--- src/hw/rpm_cfg.svh ---
`ifndef RPM_CFG_SVH
`define RPM_CFG_SVH
// Operation
// - Any reset drives the reset pin low about 66 bus cycles, then releases.
// - Reset cause is decoded and its flag set in the cause register.
// - External low on the reset pin requests a reset.
// - Background pin selects mode in reset, serves debug link afterwards.
// - Pin left open reads high through pullup: normal mode at release.
// - Pin held low at reset release starts active background mode.
// - Each debug bit time spans 16 debug controller clock cycles.
// - Debug controller clock may run at the full bus clock rate.
// - Pin is pseudo open-drain; releasing side drives brief high speedup.
// - After reset the clock source is the internal generator.
`define RPM_RST_LOW_CYC 7'd66
`define RPM_CNT_W 7
`define RPM_BIT_CYC 5'd16
`define RPM_SPEEDUP_CYC 5'd1
`define RPM_SAMPLE_CYC 5'd10
`define RPM_START_LOW_CYC 5'd4
`define RPM_ZERO_END_CYC 5'd13
`define RPM_CAUSE_POR 0
`define RPM_CAUSE_PIN 1
`define RPM_CAUSE_COP 2
`define RPM_CAUSE_ILOP 3
`define RPM_CAUSE_ILAD 4
`define RPM_CAUSE_LVD 5
`define RPM_CAUSE_W 8
`define RPM_CAUSE_RST 8'h01
`endif

--- src/hw/rpm_pkg.sv ---
package rpm_pkg;
  typedef enum logic [1:0] {
    RPM_ST_POR,
    RPM_ST_DRIVE,
    RPM_ST_WAIT_REL,
    RPM_ST_RUN
  } rpm_state_t;
  typedef enum logic {
    RPM_MODE_NORMAL,
    RPM_MODE_BKGD
  } rpm_mode_t;
  typedef enum logic {
    RPM_CLK_INTERNAL,
    RPM_CLK_EXTERNAL
  } rpm_clk_t;
endpackage

--- src/hw/rpm_bit_timer.sv ---
`timescale 1ns/100ps
`include "rpm_cfg.svh"
module rpm_bit_timer
  import rpm_pkg::*;
(
  // Clock and reset
  input wire logic sys_clk,
  input wire logic rst_n,
  // Control
  input wire logic start,
  input wire logic bit_tick,
  // Status
  output logic busy,
  output logic [4:0] phase
);
  // ---------------------------------------------
  // Bit time counter
  // ---------------------------------------------
  // Sixteen-cycle bit
  always_ff @(posedge sys_clk or negedge rst_n) begin
    if (!rst_n) begin
      busy <= 1'b0;
      phase <= 5'h00;
    end else if (start && !busy) begin
      busy <= 1'b1;
      phase <= 5'h00;
    end else if (busy && bit_tick) begin
      if (phase == `RPM_BIT_CYC - 5'd1) begin
        busy <= 1'b0;
        phase <= 5'h00;
      end else begin
        phase <= phase + 5'd1;
      end
    end
  end
endmodule

--- src/hw/rpm_reset_mode.sv ---
`timescale 1ns/100ps
`include "rpm_cfg.svh"
module rpm_reset_mode
  import rpm_pkg::*;
(
  // Clock and power-on reset
  input wire logic sys_clk,
  input wire logic rst_n,
  // Internal reset sources, one-cycle pulses
  input wire logic cop_rst,
  input wire logic ilop_rst,
  input wire logic ilad_rst,
  input wire logic lvd_rst,
  // Reset pin
  input wire logic reset_pin_in,
  output logic reset_pin_out,
  output logic reset_pin_oe,
  // Background mode select pin
  input wire logic background_mode_select_pin_in,
  output logic background_mode_select_pin_out,
  output logic background_mode_select_pin_oe,
  // Debug link user side
  input wire logic dbg_tx_req,
  input wire logic dbg_tx_bit,
  output logic dbg_tx_done,
  output logic dbg_rx_bit,
  output logic dbg_rx_valid,
  // System status
  output logic sys_reset_n,
  output logic bkgd_mode,
  output logic clk_sel_ext,
  output logic [7:0] reset_cause_register
);
  rpm_state_t state_r;
  logic [6:0] cnt_r;
  logic [7:0] cause_nxt;
  logic int_src;
  logic bt_busy;
  logic [4:0] bt_phase;
  logic tx_bit_r;
  logic busy_d_r;
  logic bkgd_idle;
  logic rst_req;
  logic lo_phase;
  logic hi_phase;

  assign int_src = cop_rst | ilop_rst | ilad_rst | lvd_rst;
  assign bkgd_idle = (state_r == RPM_ST_RUN);
  assign rst_req = bkgd_idle && (int_src || !reset_pin_in);

  // ---------------------------------------------
  // Reset cause decode
  // ---------------------------------------------
  always_comb begin
    cause_nxt = 8'h00;
    cause_nxt[`RPM_CAUSE_COP] = cop_rst;
    cause_nxt[`RPM_CAUSE_ILOP] = ilop_rst;
    cause_nxt[`RPM_CAUSE_ILAD] = ilad_rst;
    cause_nxt[`RPM_CAUSE_LVD] = lvd_rst;
    if (!int_src) begin
      cause_nxt[`RPM_CAUSE_PIN] = 1'b1;
    end
  end

  // ---------------------------------------------
  // Reset sequencer
  // ---------------------------------------------
  always_ff @(posedge sys_clk or negedge rst_n) begin
    if (!rst_n) begin
      state_r <= RPM_ST_POR;
      cnt_r <= 7'h00;
      reset_cause_register <= `RPM_CAUSE_RST;
    end else begin
      case (state_r)
        RPM_ST_POR: begin
          state_r <= RPM_ST_DRIVE;
          cnt_r <= 7'h00;
        end
        RPM_ST_DRIVE: begin
          if (cnt_r == `RPM_RST_LOW_CYC - 7'd1) begin
            state_r <= RPM_ST_WAIT_REL;
          end else begin
            cnt_r <= cnt_r + 7'd1;
          end
        end
        RPM_ST_WAIT_REL: begin
          if (reset_pin_in) begin
            state_r <= RPM_ST_RUN;
          end
        end
        RPM_ST_RUN: begin
          if (rst_req) begin
            state_r <= RPM_ST_DRIVE;
            cnt_r <= 7'h00;
            reset_cause_register <= cause_nxt;
          end
        end
        default: begin
          state_r <= RPM_ST_POR;
        end
      endcase
    end
  end

  // ---------------------------------------------
  // Reset pin and system reset
  // ---------------------------------------------
  // Drive low then release
  always_ff @(posedge sys_clk or negedge rst_n) begin
    if (!rst_n) begin
      reset_pin_out <= 1'b0;
      reset_pin_oe <= 1'b1;
      sys_reset_n <= 1'b0;
    end else begin
      reset_pin_out <= 1'b0;
      reset_pin_oe <= (state_r == RPM_ST_POR) ||
        (state_r == RPM_ST_DRIVE);
      sys_reset_n <= (state_r == RPM_ST_WAIT_REL) && reset_pin_in;
      if (bkgd_idle && !rst_req) begin
        sys_reset_n <= 1'b1;
      end
    end
  end

  // ---------------------------------------------
  // Mode select and clock source
  // ---------------------------------------------
  always_ff @(posedge sys_clk or negedge rst_n) begin
    if (!rst_n) begin
      bkgd_mode <= 1'b0;
      clk_sel_ext <= 1'b0;
    end else if (state_r == RPM_ST_WAIT_REL && reset_pin_in) begin
      bkgd_mode <= !background_mode_select_pin_in;
      clk_sel_ext <= RPM_CLK_INTERNAL;
    end
  end

  // ---------------------------------------------
  // Background debug link
  // ---------------------------------------------
  // Bit timing on bus clock
  rpm_bit_timer u_bit_timer (
    .sys_clk(sys_clk),
    .rst_n(rst_n),
    .start(bkgd_idle && dbg_tx_req),
    .bit_tick(1'b1),
    .busy(bt_busy),
    .phase(bt_phase)
  );

  // ---------------------------------------------
  // Debug link status
  // ---------------------------------------------
  // Sample mid bit
  always_ff @(posedge sys_clk or negedge rst_n) begin
    if (!rst_n) begin
      tx_bit_r <= 1'b1;
      busy_d_r <= 1'b0;
      dbg_tx_done <= 1'b0;
      dbg_rx_bit <= 1'b1;
      dbg_rx_valid <= 1'b0;
    end else begin
      busy_d_r <= bt_busy;
      dbg_tx_done <= busy_d_r && !bt_busy;
      dbg_rx_valid <= 1'b0;
      if (bkgd_idle && dbg_tx_req && !bt_busy) begin
        tx_bit_r <= dbg_tx_bit;
      end
      if (bkgd_idle && bt_busy && bt_phase == `RPM_SAMPLE_CYC) begin
        dbg_rx_bit <= background_mode_select_pin_in;
        dbg_rx_valid <= 1'b1;
      end
    end
  end

  // ---------------------------------------------
  // Bit waveform decode
  // ---------------------------------------------
  // Low drive, then speedup
  always_comb begin
    lo_phase = 1'b0;
    hi_phase = 1'b0;
    if (bt_phase < `RPM_START_LOW_CYC) begin
      lo_phase = 1'b1;
    end else if (bt_phase < `RPM_START_LOW_CYC + `RPM_SPEEDUP_CYC) begin
      hi_phase = 1'b1;
    end else if (!tx_bit_r && bt_phase < `RPM_ZERO_END_CYC) begin
      lo_phase = 1'b1;
    end else if (!tx_bit_r &&
        bt_phase < `RPM_ZERO_END_CYC + `RPM_SPEEDUP_CYC) begin
      hi_phase = 1'b1;
    end
  end

  // ---------------------------------------------
  // Background pin driver
  // ---------------------------------------------
  // Pin is input during reset
  always_ff @(posedge sys_clk or negedge rst_n) begin
    if (!rst_n) begin
      background_mode_select_pin_out <= 1'b0;
      background_mode_select_pin_oe <= 1'b0;
    end else if (!bkgd_idle || rst_req || !bt_busy) begin
      background_mode_select_pin_out <= 1'b0;
      background_mode_select_pin_oe <= 1'b0;
    end else begin
      background_mode_select_pin_out <= hi_phase;
      background_mode_select_pin_oe <= lo_phase || hi_phase;
    end
  end
endmodule

--- config.mk ---
export PLATFORM = sky130hd
export DESIGN_NAME = rpm_reset_mode
export DESIGN_NICKNAME = d
export VERILOG_FILES = /design/src/hw/rpm_pkg.sv /design/src/hw/rpm_bit_timer.sv /design/src/hw/rpm_reset_mode.sv
export VERILOG_INCLUDE_DIRS = /design/src /design/src/hw
export SDC_FILE = /design/constraint.sdc
export NUM_CORES = 1
export LEC_CHECK = 0
export BUFFER_PORTS_ARGS = -buffer_cell sky130_fd_sc_hd__buf_4
export CAP_MARGIN = 20
export CORE_MARGIN = 3
export CORE_UTILIZATION = 55
export DETAILED_ROUTE_END_ITERATION = 8
export PLACE_DENSITY_LB_ADDON = 0.15
export SKIP_CTS_REPAIR_TIMING = 1
export SLEW_MARGIN = 20
export SYNTH_ARGS = -nofsm -noshare
export SYNTH_HDL_FRONTEND = slang
export SYNTH_HIERARCHICAL = 1
export SYNTH_SLANG_ARGS = --single-unit
--- constraint.sdc ---
create_clock -name sys_clk -period 1.7 [get_ports sys_clk]
set_input_delay 0.085 -clock sys_clk [delete_from_list [all_inputs] [get_ports sys_clk]]
set_output_delay 0.085 -clock sys_clk [all_outputs]
set_load 0.02 [all_outputs]
==> impl_metrics.ini <==
[floorplan]
die_w_um = 59.9
boundaryPins = 28
die_y_um = 59.9
dieArea_sq_um = 3590
row_count = 18
core_area_sq_um = 2610
start_util = 0.613

[worst_hold_path]
hp-start = lvd_rst
min_to = reset_cause_register[5]
hold_depth = 2
min-delay-path-class = in2reg

[worst_setup_path]
worst-path-max-fanout = 7
cp-end-kind = flip-flop
required_ps = 1970
r2r_slack_ps = 120
reg2regPathDepth = 4
critPathArrivalTime_ps = 1850
cp-start-kind = flip-flop
path_class = reg2reg
worstReg2RegStart = state_r[0]
r2r_end = dbg_rx_bit

[yosys]
synthArstFlopShare = 1.00
synthFlopType = dfrtp_1
synth_area_sq_um = 1600
yosysWarnings = 6
synth_edf_count = 0
synth.distinct_cells = 42
yosysSeqAreaShare = 0.488
ys_seq_elements = 31
avgSynthCellArea_sq_um = 10.5
synthCells = 152

[cts]
cts.htree.levels = 2
worst_skew_pair.late_latency_ps = 330
cts_tree = yes
cts_buffer_depth = 2
cts_sinks = 31
path_clk_slew_ps = 100
cts_root_buffer = clkbuf_4
cts_made_buffers = 5

[final_layout]
most-common-layout-cells = buf_4, dfrtp_1, nand2_1
area_growth_pct = 24.8
final_common_cell = buf_4
utilization = 0.764
diodes = 0
fin_area_sq_um = 2000
drive_above_1_share = 0.323
fin_cells = 228
nets = 215

[pwr]
power_density_nw_per_um2 = 1560
irDropWorstVdd_mv = 1.27
power.total_w = 0.00312
leakage_nw = 0.915

[run_status]
status = completed

[timing]
fin_crit_sh = 0.930
fmax_ghz = 0.633
fin_skew_ps = 5.80
setup_viol = 0
hold_viol_final = 0
min_period_ps = 1580
maxSlewViolCount = 0
hold_slack_ps = 13.5

[global_routing]
grt_pass1_vias = 1221
grt_max_degree = 32
grt_overflow_total = 0
grt_pass1_wl_um = 5550
antenna_found_initial = 0
grt_usage = 0.213

[place]
place.gp.congestion = 0.815
dp_hpwl_um = 2350
place_area_sq_um = 1830
port_buffers = 23
place_inst = 211

[detailed_routing]
drt_wl_total_um = 3360
detail-route-antenna-nets = 0
drt_iter0_drc = 84
num_vias = 1283
first_pass_iters = 4
drcViolationCount = 0
vias_per_cell = 5.63
wl_per_cell_um = 14.8

[job]
maxCapViolCount = 0
==> kinds of logic (layout without fill, tap and decap cells) <==
logic type	after synthesis	after routing	share of synthesized area
AO/OA/AOI/OAI	28	28	0.123
XOR/XNOR	1	1	0.00547
adder cells (fa/ha/maj)	8	8	0.0626
buffers and inverters	13	50	0.0407
flip-flops	31	31	0.488
multiplexers	9	9	0.0610
other	2	11	0.00469
AND/OR/NAND/NOR	60	60	0.215
==> metal layers <==
metal / GRT usage / up-vias / part of all wire
met4: 0.0728 / 0 / 0.019
met2: 0.349 / 43 / 0.48
met1: 0.262 / 614 / 0.45
met3: 0.0713 / 9 / 0.054
met5: 0 / - / 0
li1: - / 617 / -
==> report_power, final <==
part,switching (W),total [W],internal [W]
Clock,0.000260,0.000501,0.000242
Combinational,0.000750,0.00139,0.000637
Sequential,0.000243,0.00124,0.000993
==> cells in the mapped netlist, types with 2 or more instances <==
master     n  area (sq um)
buf_4      4          30.0
a21oi_1    4          20.0
ha_1       8           100
or2_2      3          18.8
inv_1      7          26.3
nand3b_1   2          15.0
nand2_1   20          75.1
a32oi_1    2          17.5
nor2_1     7          26.3
nor2b_1    6          37.5
nand4_1    2          12.5
dfstp_2    4           105
mux2i_1    3          30.0
a22o_1     3          26.3
mux2_2     6          67.6
nand3_1    6          30.0
dfrtp_1   27           676
nand4b_1   3          26.3
o211ai_1   3          22.5
o21ai_0    9          45.0
conb_1     2          7.51
==> state kept, by name, summed over array words and instances, names as in the netlist <==
signal / flops
sys_reset_n: 1
cnt_r: 7
dbg_rx_valid: 1
u_bit_timer/busy: 1
reset_cause_register: 6
dbg_rx_bit: 1
u_bit_timer/phase: 5
dbg_tx_done: 1
state_r: 2
background_mode_select_pin_oe: 1
background_mode_select_pin_out: 1
busy_d_r: 1
bkgd_mode: 1
tx_bit_r: 1
reset_pin_oe: 1
==> worst max-delay path by stage <==
stage | slack, ps | from | cells after the start | endpoint
after floorplan | 240 | cnt_r[2] | 4 | state_r[1]
after global placement | 150 | state_r[0] | 4 | dbg_rx_bit
after detailed placement | 30 | state_r[0] | 4 | dbg_rx_bit
after CTS | 20 | state_r[0] | 4 | dbg_rx_bit
after global routing | -20 | state_r[0] | 4 | cnt_r[0]
final | 120 | state_r[0] | 4 | dbg_rx_bit
==> critical path, cell delays in order, from the launching register on <==
cell and delay, ps:
dfrtp_1 420, ha_1 300, nand3_1 120, nor4b_2 300
mux2_2 380
==> layout make-up <==
class | count | area [sq um]
Clock buffer | 7 | 65.1
Clock inverter | 1 | 7.51
Fill cell | 184 | 616
Inverter | 7 | 26.3
Multi-Input combinational cell | 117 | 801
Sequential cell | 31 | 782
Tap cell | 30 | 37.5
Timing Repair Buffer | 35 | 278
==> per-stage QoR <==
step                      setup slack (ps)  TNS (ps)
final                                  120         0
after global routing                 -24.9     -24.9
after CTS                             15.4         0
after detailed placement              28.3         0
after global placement                 147         0
after floorplan                        244         0
(Power assumes the default switching activity.)
